File: src/hw/mcei_pkg.sv
// Purpose: constants and types for the memory controller event interrupts
// Assumes: 32-bit APB register access, one clock
// Notes:   bit order of every status vector follows the src_* indices
package mcei_pkg;

  // event sources, bit positions in every status vector
  localparam int SRC_N        = 10;
  localparam int SRC_RAM_C    = 0;
  localparam int SRC_RAM_D    = 1;
  localparam int SRC_DRAM_C   = 2;
  localparam int SRC_DRAM_D   = 3;
  localparam int SRC_ACCESS   = 4;
  localparam int SRC_PROG     = 5;
  localparam int SRC_LINK     = 6;
  localparam int SRC_TEMP     = 7;
  localparam int SRC_ARCH     = 8;
  localparam int SRC_PHY      = 9;

  localparam int ARCH_W       = 4;

  // register byte offsets
  localparam logic [11:0] OFF_INT_STATUS = 12'h000;
  localparam logic [11:0] OFF_OFL_STATUS = 12'h004;
  localparam logic [11:0] OFF_INT_MASK   = 12'h008;
  localparam logic [11:0] OFF_ARCH_STATE = 12'h00C;

  // reset values
  localparam logic [SRC_N-1:0]  RST_STATUS = 10'h000;
  localparam logic [SRC_N-1:0]  RST_MASK   = 10'h000;
  localparam logic [ARCH_W-1:0] RST_ARCH   = 4'h0;
  localparam logic [31:0]       RST_RDATA  = 32'h0000_0000;

  // event strobes from the controller core, one-cycle pulses
  typedef struct packed {
    logic ram_corr;
    logic ram_uncorr;
    logic dram_corr;
    logic dram_uncorr;
    logic access_fail;
    logic prog_fail;
    logic link_fail;
    logic temp_direct;
    logic temp_poll;
    logic phy_req;
  } mcei_event_type;

  // apb request side
  typedef struct packed {
    logic        psel;
    logic        penable;
    logic        pwrite;
    logic [11:0] paddr;
    logic [31:0] pwdata;
  } mcei_apb_req_type;

endpackage

File: src/hw/mcei_flag_cell.sv
// Purpose: one sticky interrupt flag with its overflow flag
// Assumes: clear inputs are one-cycle write-one-to-clear strobes
// Notes:   a set in the clearing cycle wins over the clear
`timescale 1ns/100ps
`default_nettype none
module mcei_flag_cell (
  // clock and reset
  input  wire logic pclk,
  input  wire logic presetn,
  // event and clears
  input  wire logic event_i,
  input  wire logic clr_int,
  input  wire logic clr_ofl,
  // flags
  output var  logic int_d,
  output var  logic int_q,
  output var  logic ofl_d,
  output var  logic ofl_q
);

  always_comb begin
    // held until cleared, event wins over clear
    int_d = event_i | (int_q & ~clr_int);
  end

  always_comb begin
    // recurrence while the earlier one still stands
    // cleared only by software, never by more events
    ofl_d = (event_i & int_q & ~clr_int) | (ofl_q & ~clr_ofl);
  end

  always_ff @(posedge pclk or negedge presetn) begin
    if (!presetn) begin
      int_q <= 1'b0;
    end else begin
      int_q <= int_d;
    end
  end

  always_ff @(posedge pclk or negedge presetn) begin
    if (!presetn) begin
      ofl_q <= 1'b0;
    end else begin
      ofl_q <= ofl_d;
    end
  end

endmodule // mcei_flag_cell
`default_nettype wire

File: src/hw/mcei_top.sv
// Purpose: event interrupt and overflow signalling of a memory controller
// Assumes: event strobes are synchronous one-cycle pulses on pclk
// Notes:   apb answers one cycle into the access phase
`timescale 1ns/100ps
`default_nettype none

module mcei_top (
  // clock and reset
  input  wire logic                    pclk,
  input  wire logic                    presetn,
  // apb slave
  input  wire logic                    psel,
  input  wire logic                    penable,
  input  wire logic                    pwrite,
  input  wire logic [11:0]             paddr,
  input  wire logic [31:0]             pwdata,
  output var  logic [31:0]             prdata,
  output var  logic                    pready,
  output var  logic                    pslverr,
  // event sources
  input  wire mcei_pkg::mcei_event_type events,
  input  wire logic [mcei_pkg::ARCH_W-1:0] arch_state,
  // interrupt outputs
  output var  logic                    ram_ecc_errc_int,
  output var  logic                    ram_ecc_errd_int,
  output var  logic                    dram_ecc_errc_int,
  output var  logic                    dram_ecc_errd_int,
  output var  logic                    failed_access_int,
  output var  logic                    failed_prog_int,
  output var  logic                    link_err_int,
  output var  logic                    temperature_event_int,
  output var  logic                    arch_fsm_int,
  output var  logic                    phy_request_int,
  output var  logic                    combined_int,
  // overflow outputs
  output var  logic                    ram_ecc_errc_oflow,
  output var  logic                    ram_ecc_errd_oflow,
  output var  logic                    dram_ecc_errc_oflow,
  output var  logic                    dram_ecc_errd_oflow,
  output var  logic                    failed_access_oflow,
  output var  logic                    failed_prog_oflow,
  output var  logic                    link_err_oflow,
  output var  logic                    temperature_event_oflow,
  output var  logic                    arch_fsm_oflow,
  output var  logic                    phy_request_oflow,
  output var  logic                    combined_oflow,
  // masked summary interrupt
  output var  logic                    irq
);

  localparam int N = mcei_pkg::SRC_N;

  mcei_pkg::mcei_apb_req_type req;
  logic [N-1:0]                  ev;
  logic [N-1:0]                  int_d;
  logic [N-1:0]                  int_q;
  logic [N-1:0]                  ofl_d;
  logic [N-1:0]                  ofl_q;
  logic [N-1:0]                  clr_int;
  logic [N-1:0]                  clr_ofl;
  logic [N-1:0]                  mask_q;
  logic [mcei_pkg::ARCH_W-1:0]   arch_q;
  logic                          arch_valid_q;
  logic                          arch_chg;
  logic                          pready_q;
  logic                          pslverr_q;
  logic [31:0]                   prdata_q;
  logic                          comb_int_q;
  logic                          comb_ofl_q;
  logic                          irq_q;
  logic                          acc;
  logic                          wr_fire;
  logic                          hit;
  logic [31:0]                   rd_mux;

  assign req.psel    = psel;
  assign req.penable = penable;
  assign req.pwrite  = pwrite;
  assign req.paddr   = paddr;
  assign req.pwdata  = pwdata;

  // event collection

  // the first sample after reset only arms the detector, so a nonzero
  // state at release is not mistaken for a change
  always_ff @(posedge pclk or negedge presetn) begin
    if (!presetn) begin
      arch_q       <= mcei_pkg::RST_ARCH;
      arch_valid_q <= 1'b0;
    end else begin
      arch_q       <= arch_state;
      arch_valid_q <= 1'b1;
    end
  end

  assign arch_chg = arch_valid_q & (arch_state != arch_q);

  always_comb begin
    ev = '0;
    ev[mcei_pkg::SRC_RAM_C]  = events.ram_corr;
    ev[mcei_pkg::SRC_RAM_D]  = events.ram_uncorr;
    ev[mcei_pkg::SRC_DRAM_C] = events.dram_corr;
    ev[mcei_pkg::SRC_DRAM_D] = events.dram_uncorr;
    ev[mcei_pkg::SRC_ACCESS] = events.access_fail;
    ev[mcei_pkg::SRC_PROG]   = events.prog_fail;
    ev[mcei_pkg::SRC_LINK]   = events.link_fail;
    ev[mcei_pkg::SRC_TEMP]   = events.temp_direct
                             | events.temp_poll;
    ev[mcei_pkg::SRC_ARCH]   = arch_chg;
    ev[mcei_pkg::SRC_PHY]    = events.phy_req;
  end

  // flag cells
  for (genvar i = 0; i < N; i++) begin : g_cell
    mcei_flag_cell u_cell (
      .pclk    (pclk),
      .presetn (presetn),
      .event_i (ev[i]),
      .clr_int (clr_int[i]),
      .clr_ofl (clr_ofl[i]),
      .int_d   (int_d[i]),
      .int_q   (int_q[i]),
      .ofl_d   (ofl_d[i]),
      .ofl_q   (ofl_q[i])
    );
  end

  // combined outputs use next values so they never lag the flags
  always_ff @(posedge pclk or negedge presetn) begin
    if (!presetn) begin
      comb_int_q <= 1'b0;
    end else begin
      comb_int_q <= |int_d;
    end
  end

  always_ff @(posedge pclk or negedge presetn) begin
    if (!presetn) begin
      comb_ofl_q <= 1'b0;
    end else begin
      comb_ofl_q <= |ofl_d;
    end
  end

  // mask applies from the cycle after its write
  always_ff @(posedge pclk or negedge presetn) begin
    if (!presetn) begin
      irq_q <= 1'b0;
    end else begin
      irq_q <= |(int_d & mask_q);
    end
  end

  // apb slave
  assign acc     = req.psel & req.penable;
  assign wr_fire = acc & pready_q & req.pwrite;

  always_comb begin
    hit    = 1'b1;
    rd_mux = mcei_pkg::RST_RDATA;
    case (req.paddr)
      mcei_pkg::OFF_INT_STATUS: begin
        rd_mux[N-1:0] = int_q;
      end
      mcei_pkg::OFF_OFL_STATUS: begin
        rd_mux[N-1:0] = ofl_q;
      end
      mcei_pkg::OFF_INT_MASK: begin
        rd_mux[N-1:0] = mask_q;
      end
      mcei_pkg::OFF_ARCH_STATE: begin
        rd_mux[mcei_pkg::ARCH_W-1:0] = arch_q;
      end
      default: begin
        hit = 1'b0;
      end
    endcase
  end

  // write-one-to-clear strobes, only at the completing edge
  always_comb begin
    clr_int = '0;
    clr_ofl = '0;
    if (wr_fire && req.paddr == mcei_pkg::OFF_INT_STATUS) begin
      clr_int = req.pwdata[N-1:0];
    end
    if (wr_fire && req.paddr == mcei_pkg::OFF_OFL_STATUS) begin
      clr_ofl = req.pwdata[N-1:0];
    end
  end

  always_ff @(posedge pclk or negedge presetn) begin
    if (!presetn) begin
      mask_q <= mcei_pkg::RST_MASK;
    end else if (wr_fire && req.paddr == mcei_pkg::OFF_INT_MASK) begin
      mask_q <= req.pwdata[N-1:0];
    end
  end

  // one wait state: keeps prdata and pslverr straight from flops
  always_ff @(posedge pclk or negedge presetn) begin
    if (!presetn) begin
      pready_q  <= 1'b0;
      pslverr_q <= 1'b0;
      prdata_q  <= mcei_pkg::RST_RDATA;
    end else if (acc && !pready_q) begin
      pready_q  <= 1'b1;
      pslverr_q <= ~hit;
      prdata_q  <= req.pwrite ? mcei_pkg::RST_RDATA : rd_mux;
    end else begin
      pready_q  <= 1'b0;
      pslverr_q <= 1'b0;
      prdata_q  <= mcei_pkg::RST_RDATA;
    end
  end

  // port drive
  assign prdata  = prdata_q;
  assign pready  = pready_q;
  assign pslverr = pslverr_q;
  assign irq     = irq_q;

  assign ram_ecc_errc_int      = int_q[mcei_pkg::SRC_RAM_C];
  assign ram_ecc_errd_int      = int_q[mcei_pkg::SRC_RAM_D];
  assign dram_ecc_errc_int     = int_q[mcei_pkg::SRC_DRAM_C];
  assign dram_ecc_errd_int     = int_q[mcei_pkg::SRC_DRAM_D];
  assign failed_access_int     = int_q[mcei_pkg::SRC_ACCESS];
  assign failed_prog_int       = int_q[mcei_pkg::SRC_PROG];
  assign link_err_int          = int_q[mcei_pkg::SRC_LINK];
  assign temperature_event_int = int_q[mcei_pkg::SRC_TEMP];
  assign arch_fsm_int          = int_q[mcei_pkg::SRC_ARCH];
  assign phy_request_int       = int_q[mcei_pkg::SRC_PHY];
  assign combined_int          = comb_int_q;

  assign ram_ecc_errc_oflow      = ofl_q[mcei_pkg::SRC_RAM_C];
  assign ram_ecc_errd_oflow      = ofl_q[mcei_pkg::SRC_RAM_D];
  assign dram_ecc_errc_oflow     = ofl_q[mcei_pkg::SRC_DRAM_C];
  assign dram_ecc_errd_oflow     = ofl_q[mcei_pkg::SRC_DRAM_D];
  assign failed_access_oflow     = ofl_q[mcei_pkg::SRC_ACCESS];
  assign failed_prog_oflow       = ofl_q[mcei_pkg::SRC_PROG];
  assign link_err_oflow          = ofl_q[mcei_pkg::SRC_LINK];
  assign temperature_event_oflow = ofl_q[mcei_pkg::SRC_TEMP];
  assign arch_fsm_oflow          = ofl_q[mcei_pkg::SRC_ARCH];
  assign phy_request_oflow       = ofl_q[mcei_pkg::SRC_PHY];
  assign combined_oflow          = comb_ofl_q;

  // a set meeting its clear in one cycle wins in both flags
  for (genvar k = 0; k < N; k++) begin : g_chk

  end
endmodule // mcei_top
`default_nettype wire

File: config.mk
export PLATFORM = sky130hd
export DESIGN_NAME = mcei_top
export DESIGN_NICKNAME = d
export VERILOG_FILES = /design/src/hw/mcei_pkg.sv /design/src/hw/mcei_flag_cell.sv /design/src/hw/mcei_top.sv
export SDC_FILE = /design/constraint.sdc
export NUM_CORES = 1
export LEC_CHECK = 0
export BUFFER_PORTS_ARGS = -buffer_cell sky130_fd_sc_hd__buf_2
export CAP_MARGIN = 20
export CORE_MARGIN = 8
export CORE_UTILIZATION = 46
export CTS_CLUSTER_DIAMETER = 50
export CTS_CLUSTER_SIZE = 8
export DETAILED_ROUTE_END_ITERATION = 12
export GPL_TIMING_DRIVEN = 0
export PLACE_DENSITY = 0.77
export SYNTH_ARGS = -nofsm -noshare
export SYNTH_HDL_FRONTEND = slang
export SYNTH_SLANG_ARGS = --single-unit
File: constraint.sdc
create_clock -name pclk -period 2.32 [get_ports pclk]
set_input_delay 0.464 -clock pclk [delete_from_list [all_inputs] [get_ports pclk]]
set_output_delay 0.464 -clock pclk [all_outputs]
set_load 0.02 [all_outputs]
# Word level (Yosys, flattened, before mapping)
# Index checks and enable logic that the tools add are counted.
[word_totals]
input_bits = 63
latch_bits = 0
ff_bits = 72
mem_count = 0
word_cells = 139
ram_bits = 0
mem_bits_ro = 0
[op_classes]
eq_ne = 4
muxes = 9
mul = 0
div_mod_pow = 0
n_reduce_logical = 10
bitwise = 87
add_sub_neg = 0
order_cmp = 0
shifts = 0
[op_table]
columns = ["operator", "n"]
rows = [
  ["$and A1 B1 Y1", 44],
  ["$mux W32", 1],
  ["$mux W10", 3],
  ["$reduce_or A10 Y1", 3],
  ["$eq A12 B4 Y1 const B", 2],
  ["$not A1 Y1", 21],
  ["$or A1 B1 Y1", 21],
  ["$pmux W6 S3", 1],
  ["$pmux W4 S4", 1],
  ["$eq A12 B3 Y1 const B", 1],
  ["$logic_not A12 Y1", 1],
  ["$and A10 B10 Y10", 1],
  ["$logic_and A1 B1 Y1", 4],
  ["$ne A4 B4 Y1", 1],
  ["$reduce_or A4 Y1", 1],
  ["$mux W1", 3],
  ["$logic_not A1 Y1", 1],
]

# Longest topological paths before layout
# Gate-level depths: netlist of the first run.
[logic_depth]
word_depth = 10
depth_mapped = 7
mapped_depth_nobuf = 6

# Hierarchy
# Synthesis of the first run repeated with hierarchy kept, for this count alone.
[hier_totals]
cells_unflattened = 217
area_unflattened_um2 = 2529.9
[modules_own_cells]
columns = ["module", "area_each_um2", "cells_each", "seq_area_each_um2", "instances"]
rows = [
  ["mcei_top", 1766.7, 157, 750.7, 1],
  ["mcei_flag_cell", 76.3, 6, 50.0, 10],
]

# Worst setup path after synthesis of the first run
# Ideal clock, no wire load.
[synth_path]
path_type = "input to register"
startpoint = "input port paddr[9]"
endpoint = "register irq_q (netlist: irq)"
t_required_ps = 2174
arrival_ps = 2253
path_slack_ps = -79
setup_ps = 146
path_stages = 7
cell_sequence = "or4_4 nor4_4 buf_6 nand2_1 a22o_1 a222oi_1 nand4_1"
[synth_between]
elab_chain_cells = 8
elab_cells_between_ends = 35
cone_classes = "1 x mux; 31 x bitwise; 3 x reduce/logical"
[synth_rtl]
columns = ["item", "line", "source"]
rows = [
  ["start: declaration", "mcei_top.sv:15", "input wire logic [11:0] paddr,"],
  ["$logic_not A12 Y1", "mcei_top.sv:184", "if (wr_fire && req.paddr == mcei_pkg::OFF_INT_STATUS) begin"],
  ["$logic_and A1 B1 Y1", "mcei_top.sv:184", ""],
  ["$mux W10", "mcei_top.sv:184", ""],
  ["$not A1 Y1", "mcei_flag_cell.sv:23", "int_d = event_i | (int_q & ~clr_int);"],
  ["$and A1 B1 Y1", "mcei_flag_cell.sv:23", ""],
  ["$or A1 B1 Y1", "mcei_flag_cell.sv:23", ""],
  ["net g_cell[8].u_cell.int_d", "mcei_flag_cell.sv:15", "output var logic int_d,"],
  ["$and A10 B10 Y10", "mcei_top.sv:150", "irq_q <= |(int_d & mask_q);"],
  ["$reduce_or A10 Y1", "mcei_top.sv:150", ""],
  ["end signal: assignment", "mcei_top.sv:150", ""],
  ["end: declaration", "mcei_top.sv:70", "logic irq_q;"],
]
# The timed path passes the listed nets, and every way through them passes these cells.
# A chain may end at the register's enable or synchronous reset.

# Final worst setup path of the first run
[layout_path]
startpoint = "input port paddr[5]"
endpoint = "register comb_ofl_q (netlist: combined_oflow)"
[layout_between]
elab_chain_cells = 7
elab_cells_between_ends = 57
cone_classes = "1 x eq/ne; 2 x mux; 50 x bitwise; 4 x reduce/logical"
[layout_rtl]
columns = ["item", "line", "source"]
rows = [
  ["$eq A12 B3 Y1 / $logic_not A12 Y1 (equally long branches)", "mcei_top.sv:187, mcei_top.sv:184", ""],
  ["$logic_and A1 B1 Y1 (on tied branches)", "mcei_top.sv:187, mcei_top.sv:184", ""],
  ["$mux W10 (on tied branches)", "mcei_top.sv:187, mcei_top.sv:184", ""],
  ["$not A1 Y1", "mcei_flag_cell.sv:29", "ofl_d = (event_i & int_q & ~clr_int) | (ofl_q & ~clr_ofl);"],
  ["$and A1 B1 Y1", "mcei_flag_cell.sv:29", ""],
  ["$or A1 B1 Y1 (*)", "mcei_flag_cell.sv:29", ""],
  ["net g_cell[3].u_cell.ofl_d", "mcei_flag_cell.sv:17", "output var logic ofl_d,"],
  ["$reduce_or A10 Y1 (*)", "mcei_top.sv:141", "comb_ofl_q <= |ofl_d;"],
  ["end signal: assignment", "mcei_top.sv:141", ""],
  ["end: declaration", "mcei_top.sv:69", "logic comb_ofl_q;"],
]
# The timed path passes the listed nets; every way through them passes the cells marked *.

==> summary.md, run 1 <==
| Metric | Value |
|---|---|
| Cell family with most CP delay | simple AND/OR/NAND/NOR gates |
| Htree depth | 2 |
| Hold/Removal Path Class | in -> async |
| Synthesis-to-finish area growth | 39.1% |
| Most frequent cells in the layout | buf_2, dfrtp_1, buf_4 |
| Setup TNS | -0.147 ns |
| Leakage | 0.00169 uW |
| Clk slew on worst S/H paths | 0.08 ns |
| Largest net degree at the start of global routing | 51 |
| RD Place Congestion | 0.850 |
| Library cells used by synthesis | 44 |
| Share of layout cells above drive strength 1 | 49.4% |
| Initial DRC Count | 179 |
| Worst Setup Path Type | in -> reg |
| DP HPWL | 5.11 mm |
| FMAX | 419 MHz |
| Antenna diode count | 0 |
| Clock sinks | 50 |
| Max transition margin | 51.7% |
| Final hold vios | 0 |
| Grt met2 use | 30.2% |
| Routed vias/inst | 5.16 |
| DR pass1 iterations | 4 |
| Tot Pwr | 1600 uW |
| Worst setup EP type | register |
| Final hold slack | 0.145 ns |
| Post-synth top flop | dfrtp_1 |
| Max Buffers Root-to-Sink | 2 |
| Startpoint type of the worst setup path | input port |
| Failing checks | negative setup slack |
| DR vias | 2125 |
| Synth async-reset ratio | 100% |
| Most area-consuming cells after synthesis | dfrtp_1, buf_4, mux2_2, mux4_2, nand2_1 |
| Port Buf Inserts | 75 |
| Final Max Tran Viols | 0 |
| Die footprint | 7960 um^2 |
| CP max-delay cell | or4_4 |
| Worst slew pin tran | 0.725 ns |
| Worst-path fanout max | 6 |
| Final worst slack | -0.0649 ns |
| Latest clock arrival within the worst-skew pair | 0.29 ns |
| Sum of buffers and inverters on the critical path | 4 |
| Final Util | 66.7% |
| Num rows | 26 |
| CTS buffer count | 5 |
| Avg WL per Cell | 17.8 um |
| Crit path depth | 10 |
| Yosys warns | 0 |
| Gr usage total | 18.9% |
| Hold buffers post-CTS | 0 |
| Clk root buf | clkbuf_8 |
| Post-synth top area cell | dfrtp_1 |
| Tmin final | 2.38 ns |
| Vias in the first global route | 2146 |
| Outcome | complete, but fails checks |
| CTS tree | built |
| Routed Antenna Nets | 0 |
| Die Ht | 89.2 um |
| WL final | 7.35 mm |
| Register bit total from synthesis | 50 |
| Worst vdd ir | 0.380 mV |
| Max_cap viols | 0 |
| Crit path arrival time | 2.56 ns |
| Core footprint | 5140 um^2 |
| Initial antenna violation count | 0 |
| Total gr overflow | 0 |
| Critical Path RT | 2.49 ns |
| Global-route wire length before repair | 11.4 mm |
| Die Width | 89.2 um |
| Commonest non-fill, non-tap cell in the layout | buf_2 |
| IO Count | 120 |
| Top-area cell type share of the netlist area | 50.7% |
| Post-route DRC | 0 |
| Global routing usage on met3 | 5.24% |
| RSZ-0062 raised after global routing | true |
| Clock Skews | 0.00370 ns |
| Final setup violation count | 3 |
| Max incr delay on CP | 0.55 ns |
| Mapped Avg Cell Area | 11.4 um^2 |
| Synthesized area | 2470 um^2 |
| Fin crit share | 103% |
| Pwr dens | 466 nW/um^2 |
| Busiest grt layer | met2 |
| Crit path cell chain | buf_6, or4_4, nor4_4, buf_4, buf_8, buf_6, o22ai_4, a21o_1, nor4_4, nand4b_1 |
| Post-Syn Instances | 217 |
| Worst Reg-to-Reg Cells | 9 |
| Post-synth EDFFs | 0 |
| Seq/Total Area, Yosys | 50.7% |
| GRT met1 Usage | 24.0% |
| Starting Density | 48.0% |
| Final #Nets | 404 |
==> flip-flops by register name, summed over array words and instances, names as in the netlist <==
| signal | count |
|---|---|
| combined_oflow | 1 |
| pslverr | 1 |
| arch_q | 4 |
| combined_int | 1 |
| pready | 1 |
| arch_valid_q | 1 |
| irq | 1 |
| prdata | 10 |
| mask_q | 10 |
| g_cell.u_cell.int_q | 10 |
| g_cell.u_cell.ofl_q | 10 |
==> through the flow <==
stage | area, um^2 | instances | setup slack (ns)
after floorplan | 2560 | 238 | -0.0335
after global placement | 3020 | 383 | -0.560
after detailed placement | 3020 | 383 | -0.574
after CTS | 3340 | 408 | -0.0200
after global routing | 3430 | 412 | -0.151
final | 3430 | 412 | -0.0649
==> cells in the mapped netlist, types with 2 or more instances <==
cell      instances
nor4_4            2
o22ai_1           4
nor2_1           16
buf_4            22
nor4_1            3
xnor2_1           4
or2_2             7
mux2i_1           6
and3_1            3
o21a_1            2
a21boi_0          6
nand4_1           3
dfrtp_1          50
nor3b_1           2
nand2_1          21
clkbuf_1          2
or4_4             2
mux4_2            4
nand3_1           2
a22oi_1           2
a31oi_1           6
inv_1             2
a21o_1            8
a21oi_1           5
conb_1            2
a22o_1            4
mux2_2           10
==> what timing repair did <==
action,CTS,global route
pin swaps,16,13
resized for setup,22,11
buffers inserted,16,3
gates cloned,1,0
setup endpoints to repair,13,19
hold endpoints to repair,0,0
==> report_power, final <==
part | leakage, uW | switching [uW] | internal (uW)
clock | 0.0000482 | 265 | 241
sequential | 0.000570 | 4.77 | 877
combinational | 0.00107 | 122 | 86.9
total | 0.00169 | 392 | 1200
==> worst reg2reg max path, stage by stage, from the launching register on <==
cell and delay, ns:
dfrtp_1 0.38, nand4_1 0.16, nor4_4 0.24, buf_4 0.19, buf_8 0.13, buf_6 0.13
o22ai_4 0.07, a21o_1 0.20, nor4_4 0.32, nand4b_1 0.13
==> kinds of logic after synthesis <==
family	synth area share [%]
buffers and inverters	8.12
other	0.305
muxes	10.7
AOI/OAI and AO/OA	13.0
DFF	50.7
and+or+nand+nor	15.7
xor gates and xnor gates	1.42
==> layer usage <==
metal	share of wire (%)	wire length, um
met5	0	0
met4	1.8	136
met3	9.3	684
met2	50	3680
met1	39	2860
==> worst paths after layout <==
path | start | slack [ns] | end
worst max-delay path | paddr[5] | -0.06 | combined_oflow$_DFF_PN0_
worst min-delay path | presetn | 0.15 | combined_int$_DFF_PN0_
worst max register to register | pready$_DFF_PN0_ | 0.25 | combined_oflow$_DFF_PN0_
worst min register to register | mask_q[1]$_DFFE_PN0P_ | 0.54 | mask_q[1]$_DFFE_PN0P_
max in group asynchronous | presetn | 1.64 | mask_q[1]$_DFFE_PN0P_
min in group pclk | arch_state[1] | 0.30 | arch_q[1]$_DFF_PN0_
==> layout make-up <==
type                       count  area, um^2
buffer                        27         199
tap                           70        87.6
clock inverter                 1        5.00
multi-input combinational    159        1230
inverter                       2        7.51
timing repair buffer          96         563
clock buffer                   7        86.3
sequential                    50        1250
fill                         412        1710
Power figures use the tool's default switching activity.
==> inputs of run 2 (changes only) <==
--- a/config.mk
+++ b/config.mk
@@ -6,14 +6,17 @@
 export NUM_CORES = 1
 export LEC_CHECK = 0
 export BUFFER_PORTS_ARGS = -buffer_cell sky130_fd_sc_hd__buf_2
-export CAP_MARGIN = 20
+export CAP_MARGIN = 5
+export CELL_PAD_IN_SITES_DETAIL_PLACEMENT = 0
+export CELL_PAD_IN_SITES_GLOBAL_PLACEMENT = 1
 export CORE_MARGIN = 8
-export CORE_UTILIZATION = 46
+export CORE_UTILIZATION = 34
 export CTS_CLUSTER_DIAMETER = 50
 export CTS_CLUSTER_SIZE = 8
 export DETAILED_ROUTE_END_ITERATION = 12
 export GPL_TIMING_DRIVEN = 0
-export PLACE_DENSITY = 0.77
+export PLACE_DENSITY = 0.76
+export SLEW_MARGIN = 15
 export SYNTH_ARGS = -nofsm -noshare
 export SYNTH_HDL_FRONTEND = slang
 export SYNTH_SLANG_ARGS = --single-unit
==> run 2 against run 1 <==
  * Setup slack better by 0.071 ns
  * Routed wire length down 3.8%
  * Die area up 29%
  * Critical path depth down 2
  * The flow now finishes without violations
  * Maximum frequency up 3.0%
  * First-iteration DRC count down 47%
==> summary.md, run 2 (synthesized netlist as in run 1, its figures left out) <==
| Metric | Value |
|---|---|
| Initial DRC Count | 95 (was 179) |
| Max Buffers Root-to-Sink | 2 (unchanged) |
| Pwr dens | 462 nW/um^2 (was 466 nW/um^2) |
| Placed Cells | 412 (was 383) |
| Crit path arrival time | 2.48 ns (was 2.56 ns) |
| Crit path cell chain | buf_6, or4_4, buf_6, nor4_4, nand2_1, a21o_1, nor4_2, nand4b_1 (was buf_6, or4_4, nor4_4, buf_4, buf_8, buf_6, o22ai_4, a21o_1, nor4_4, nand4b_1) |
| RD Place Congestion | 0.872 (was 0.850) |
| DR WL met3 | 597 um (was 684 um) |
| Routed wl met2 | 3.40 mm (was 3.68 mm) |
| Antenna diode count | 0 (unchanged) |
| Worst vdd ir | 0.208 mV (was 0.380 mV) |
| Worst Reg-to-Reg Cells | 9 (unchanged) |
| Most frequent cells in the layout | buf_2, dfrtp_1, buf_4 (unchanged) |
| Outcome | finished, final reports clean (was complete, but fails checks) |
| IO Count | 120 (unchanged) |
| WL final | 7.07 mm (was 7.35 mm) |
| RSZ-0062 raised after global routing | true (unchanged) |
| Share of layout cells above drive strength 1 | 46.4% (was 49.4%) |
| Final hold slack | 0.187 ns (was 0.145 ns) |
| DP HPWL | 5.39 mm (was 5.11 mm) |
| Tmin final | 2.31 ns (was 2.38 ns) |
| CTS buffer count | 5 (unchanged) |
| Clock sinks | 50 (unchanged) |
| Worst Setup Path Type | in -> reg (unchanged) |
| Largest net degree at the start of global routing | 51 (unchanged) |
| R2R Path End | irq$_DFF_PN0_ (was combined_oflow$_DFF_PN0_) |
| Htree depth | 2 (unchanged) |
| Starting Density | 34.6% (was 48.0%) |
| Routed vias/inst | 4.69 (was 5.16) |
| Fin crit share | 99.8% (was 103%) |
| Fin area | 3370 um^2 (was 3430 um^2) |
| Commonest non-fill, non-tap cell in the layout | buf_2 (unchanged) |
| Latest clock arrival within the worst-skew pair | 0.30 ns (was 0.29 ns) |
| DR vias | 2032 (was 2125) |
| Total gr overflow | 0 (unchanged) |
| Die Width | 101 um (was 89.2 um) |
| Core footprint | 7140 um^2 (was 5140 um^2) |
| DR pass1 iterations | 4 (unchanged) |
| Post-route DRC | 0 (unchanged) |
| Clock Skews | 0.00805 ns (was 0.00370 ns) |
| Routed Antenna Nets | 0 (unchanged) |
| Fill cell count | 709 (was 412) |
| Final hold vios | 0 (unchanged) |
| CTS tree | built (unchanged) |
| Max transition margin | 51.9% (was 51.7%) |
| Worst-path fanout max | 4 (was 6) |
| Highest routed layer | met4 (unchanged) |
| Avg WL per Cell | 16.3 um (was 17.8 um) |
| Die footprint | 10200 um^2 (was 7960 um^2) |
| Worst setup EP type | register (unchanged) |
| Vias in the first global route | 2061 (was 2146) |
| R2r setup slk | 0.07 ns (was 0.25 ns) |
| Gr usage total | 13.7% (was 18.9%) |
| Final non-filler cell total | 433 (was 412) |
| Met1 wire length | 2.95 mm (was 2.86 mm) |
| Critical Path RT | 2.49 ns (about the same) |
| Worst slew pin tran | 0.721 ns (was 0.725 ns) |
| Clk root buf | clkbuf_8 (unchanged) |
| Final #Nets | 397 (was 404) |
| CP max-delay cell | or4_4 (unchanged) |
| Clk slew on worst S/H paths | 0.08 ns (about the same) |
| Post-DP Area | 3060 um^2 (was 3020 um^2) |
| Port Buf Inserts | 75 (unchanged) |
| Final Max Tran Viols | 0 (unchanged) |
| Die Ht | 101 um (was 89.2 um) |
| Leakage | 0.00159 uW (was 0.00169 uW) |
| Startpoint type of the worst setup path | input port (unchanged) |
| Num rows | 31 (was 26) |
| Reg2reg start | pready$_DFF_PN0_ (unchanged) |
| Hold buffers post-CTS | 0 (unchanged) |
| Max_cap viols | 0 (unchanged) |
| Tot Pwr | 1560 uW (was 1600 uW) |
| Max incr delay on CP | 0.56 ns (was 0.55 ns) |
| Hold/Removal Path Class | in -> async (unchanged) |
| Final setup violation count | 0 (was 3) |
| FMAX | 432 MHz (was 419 MHz) |
| Initial antenna violation count | 0 (unchanged) |
| CP most frequent cell | buf_6 |
| Setup crit start | paddr[5] (unchanged) |
| Synthesis-to-finish area growth | 36.6% (was 39.1%) |
| Global-route wire length before repair | 10.8 mm (was 11.4 mm) |
[run 2: cell types whose count changed in the layout (fill, tap and decap cells not counted), sizes merged]
cell | previous run | this run
buf | 121 | 114
clkinv | 1 | 0
[run 2: final cells by class]
class | count | area [um^2] | share of cell area, %
multi-input cells | 159 | 1180 | 34.9
well taps | 99 | 124 | 3.68
flip-flops and latches | 50 | 1250 | 37.1
clock buffers | 7 | 76.3 | 2.27
plain buffers | 27 | 203 | 6.02
repair buffers | 89 | 531 | 15.8
inverters | 2 | 7.51 | 0.223
[run 2: how the worst max path moves through the flow]
stage | to | slack (ns) | cells after the start
2_1_floorplan | combined_int$_DFF_PN0_ | -0.03 | 6
6_report | combined_oflow$_DFF_PN0_ | 0.006 | 8
3_5_place_dp | combined_oflow$_DFF_PN0_ | -0.66 | 7
3_3_place_gp | combined_oflow$_DFF_PN0_ | -0.67 | 7
5_1_grt | irq$_DFF_PN0_ | -0.09 | 8
4_1_cts | irq$_DFF_PN0_ | -0.02 | 9
[run 2: stage by stage]
| stage | worst slack [ns] | util (%) | TNS (ns) |
|---|---|---|---|
| 2_1_floorplan | -0.0335 | - | -0.0655 |
| 3_3_place_gp | -0.668 | 42.8 | -6.65 |
| 3_5_place_dp | -0.661 | 42.8 | -6.55 |
| 4_1_cts | -0.0242 | 45.9 | -0.0395 |
| 5_1_grt | -0.0920 | 47.2 | -0.599 |
| 6_report | 0.00563 | 47.2 | 0 |
[run 2: worst max-delay path: cells and delay by family]
| kind | cells | cell delay, ns |
|---|---|---|
| simple gates | 5 | 1.52 |
| compound gates | 1 | 0.26 |
| buf+inv | 2 | 0.23 |
[run 2: metal layers]
| metal | track usage, % | vias up |
|---|---|---|
| met3 | 4.60 | 10 |
| met5 | 0 | - |
| li1 | - | 976 |
| met2 | 22.0 | 75 |
| met4 | 4.47 | 0 |
| met1 | 16.9 | 971 |
[run 2: power breakdown]
group | switching, uW | internal, uW | leakage [uW]
Combinational | 117 | 83.6 | 0.000986
Clock | 266 | 208 | 0.0000383
Sequential | 4.19 | 877 | 0.000570
Total | 387 | 1170 | 0.00159
[run 2: what timing repair did]
| action | in CTS | in global routing |
|---|---|---|
| cloned | 1 | 1 |
| endpoints found under the hold margin | 0 | 0 |
| setup endpoints to repair | 8 | 19 |
| gates resized for setup | 9 | 18 |
| pin swaps | 9 | 7 |
| buffers inserted | 8 | 4 |
==> inputs of run 3 (changes only) <==
--- a/config.mk
+++ b/config.mk
@@ -10,12 +10,13 @@
 export CELL_PAD_IN_SITES_DETAIL_PLACEMENT = 0
 export CELL_PAD_IN_SITES_GLOBAL_PLACEMENT = 1
 export CORE_MARGIN = 8
-export CORE_UTILIZATION = 34
+export CORE_UTILIZATION = 35
+export CTS_BUF_LIST = sky130_fd_sc_hd__clkbuf_4
 export CTS_CLUSTER_DIAMETER = 50
 export CTS_CLUSTER_SIZE = 8
 export DETAILED_ROUTE_END_ITERATION = 12
 export GPL_TIMING_DRIVEN = 0
-export PLACE_DENSITY = 0.76
+export PLACE_DENSITY = 0.78
 export SLEW_MARGIN = 15
 export SYNTH_ARGS = -nofsm -noshare
 export SYNTH_HDL_FRONTEND = slang
==> run 3 against run 2 <==
  * First-iteration DRC count is 25% higher
  * Count of clock-buffer cells in the layout is 2 lower
  * Highest routed layer unchanged
  * Critical path depth stayed put
  * Final area is 0.48% lower
  * Clock skew is 0.0039 ns higher
  * Maximum frequency is 1.5% higher
==> summary.md, run 3 (synthesized netlist as in run 1, its figures left out) <==
| Metric | Value |
|---|---|
| Outcome | finished, final reports clean (unchanged) |
| Largest net degree at the start of global routing | 51 (unchanged) |
| Clk slew on worst S/H paths | 0.14 ns (was 0.08 ns) |
| Share of layout cells above drive strength 1 | 46.6% (was 46.4%) |
| Worst Setup Path Type | in -> reg (unchanged) |
| Worst setup EP type | register (unchanged) |
| Leakage | 0.00163 uW (was 0.00159 uW) |
| Clock sinks | 50 (unchanged) |
| Worst vdd ir | 0.157 mV (was 0.208 mV) |
| Max Buffers Root-to-Sink | 2 (unchanged) |
| Final setup violation count | 0 (unchanged) |
| Vias in the first global route | 2093 (was 2061) |
| Crit path arrival time | 2.53 ns (was 2.48 ns) |
| IO Count | 120 (unchanged) |
| Antenna diode count | 0 (unchanged) |
| CTS buffer count | 5 (unchanged) |
| FMAX | 438 MHz (was 432 MHz) |
| Hold/Removal Path Class | in -> async (unchanged) |
| Core footprint | 6790 um^2 (was 7140 um^2) |
| DR pass1 iterations | 4 (unchanged) |
| Routed Antenna Nets | 0 (unchanged) |
| Final #Nets | 397 (unchanged) |
| Fin crit share | 98.3% (was 99.8%) |
| Most frequent cells in the layout | buf_2, dfrtp_1, buf_4 (unchanged) |
| Synthesis-to-finish area growth | 35.9% (was 36.6%) |
| Clock Skews | 0.0120 ns (was 0.00805 ns) |
| Htree depth | 2 (unchanged) |
| Die footprint | 9990 um^2 (was 10200 um^2) |
| Final hold vios | 0 (unchanged) |
| CTS tree | built (unchanged) |
| Final Max Tran Viols | 0 (unchanged) |
| Starting Density | 36.3% (was 34.6%) |
| Post-DP Area | 3050 um^2 (was 3060 um^2) |
| Routed vias/inst | 4.65 (was 4.69) |
| Placed Cells | 409 (was 412) |
| Die Width | 99.9 um (was 101 um) |
| Initial DRC Count | 119 (was 95) |
| Critical Path RT | 2.57 ns (was 2.49 ns) |
| Pwr dens | 435 nW/um^2 (was 462 nW/um^2) |
| Startpoint type of the worst setup path | input port (unchanged) |
| Clk root buf | clkbuf_4 (was clkbuf_8) |
| Avg WL per Cell | 16.6 um (was 16.3 um) |
| Commonest non-fill, non-tap cell in the layout | buf_2 (unchanged) |
| Num rows | 30 (was 31) |
| Global-route wire length before repair | 11.2 mm (was 10.8 mm) |
| Max transition margin | 51.2% (was 51.9%) |
| Initial antenna violation count | 0 (unchanged) |
| Latest clock arrival within the worst-skew pair | 0.37 ns (was 0.30 ns) |
| Tmin final | 2.28 ns (was 2.31 ns) |
| Die Ht | 99.9 um (was 101 um) |
| Post-route DRC | 0 (unchanged) |
| Gr usage total | 14.3% (was 13.7%) |
| Worst-path fanout max | 4 (unchanged) |
| RSZ-0062 raised after global routing | true (unchanged) |
| Fin area | 3350 um^2 (was 3370 um^2) |
| Total gr overflow | 0 (unchanged) |
| Final non-filler cell total | 431 (was 433) |
| DP HPWL | 5.44 mm (was 5.39 mm) |
| Port Buf Inserts | 75 (unchanged) |
| Max_cap viols | 0 (unchanged) |
| WL final | 7.14 mm (was 7.07 mm) |
| DR vias | 2004 (was 2032) |
| Worst slew pin tran | 0.732 ns (was 0.721 ns) |
| RD Place Congestion | 0.851 (was 0.872) |
==> run 3: critical path, stage by stage <==
cell,delay [ns]
buf_2,0.09
or4_4,0.56
buf_4,0.17
nor4_4,0.39
nand2_2,0.16
a21o_1,0.26
nor4_4,0.31
nand4b_1,0.12
==> run 3: stage by stage <==
stage	setup WS, ns	util [%]	TNS [ns]	total power, uW	hold WS, ns
after global placement	-0.635	45.0	-6.44	1090	0.519
final	0.0391	49.3	0	1460	0.109
after global routing	-0.0419	49.3	-0.194	1520	0.136
after detailed placement	-0.673	45.0	-7.22	1090	0.525
after CTS	0.00758	46.7	0	1460	0.218
after floorplan	-0.0335	-	-0.0655	1010	0.168
==> run 3: path summary, 6_finish.rpt <==
path	start	endpoint	slack (ns)	depth (start not counted)
worst max-delay path	paddr[6]	combined_oflow$_DFF_PN0_	0.04	8
worst min-delay path	presetn	g_cell[1].u_cell.int_q$_DFF_PN0_	0.11	1
worst max register to register	pready$_DFF_PN0_	irq$_DFF_PN0_	0.19	8
worst min register to register	mask_q[1]$_DFFE_PN0P_	mask_q[1]$_DFFE_PN0P_	0.55	1
max in group asynchronous	presetn	mask_q[3]$_DFFE_PN0P_	1.80	1
min in group pclk	arch_state[2]	arch_q[2]$_DFF_PN0_	0.22	1
==> run 3: power by group <==
group          internal (uW)  switching (uW)
clock network            109             267
logic                   83.0             118
registers                878            3.44
total                   1070             388
==> run 3: final cells by class <==
| cell class | instances | area (um^2) |
|---|---|---|
| buffer | 27 | 203 |
| clock buffer | 5 | 37.5 |
| clock inverter | 3 | 11.3 |
| fill | 655 | 3440 |
| inverter | 2 | 7.51 |
| multi-input combinational | 159 | 1210 |
| sequential | 50 | 1250 |
| tap | 96 | 120 |
| timing repair buffer | 89 | 509 |
==> run 3: what timing repair did <==
item / 4_1_cts / 5_1_grt
endpoints found under the setup margin: 3 / 19
hold buffers: 0 / 0
resized for setup: 3 / 23
buffers inserted: 6 / 8
pin swaps: 5 / 14
==> run 3: per-layer routing <==
layer	track usage, %	routed length (um)
met4	3.14	51
met5	0	0
met2	23.0	3400
met3	4.50	505
met1	18.3	3190
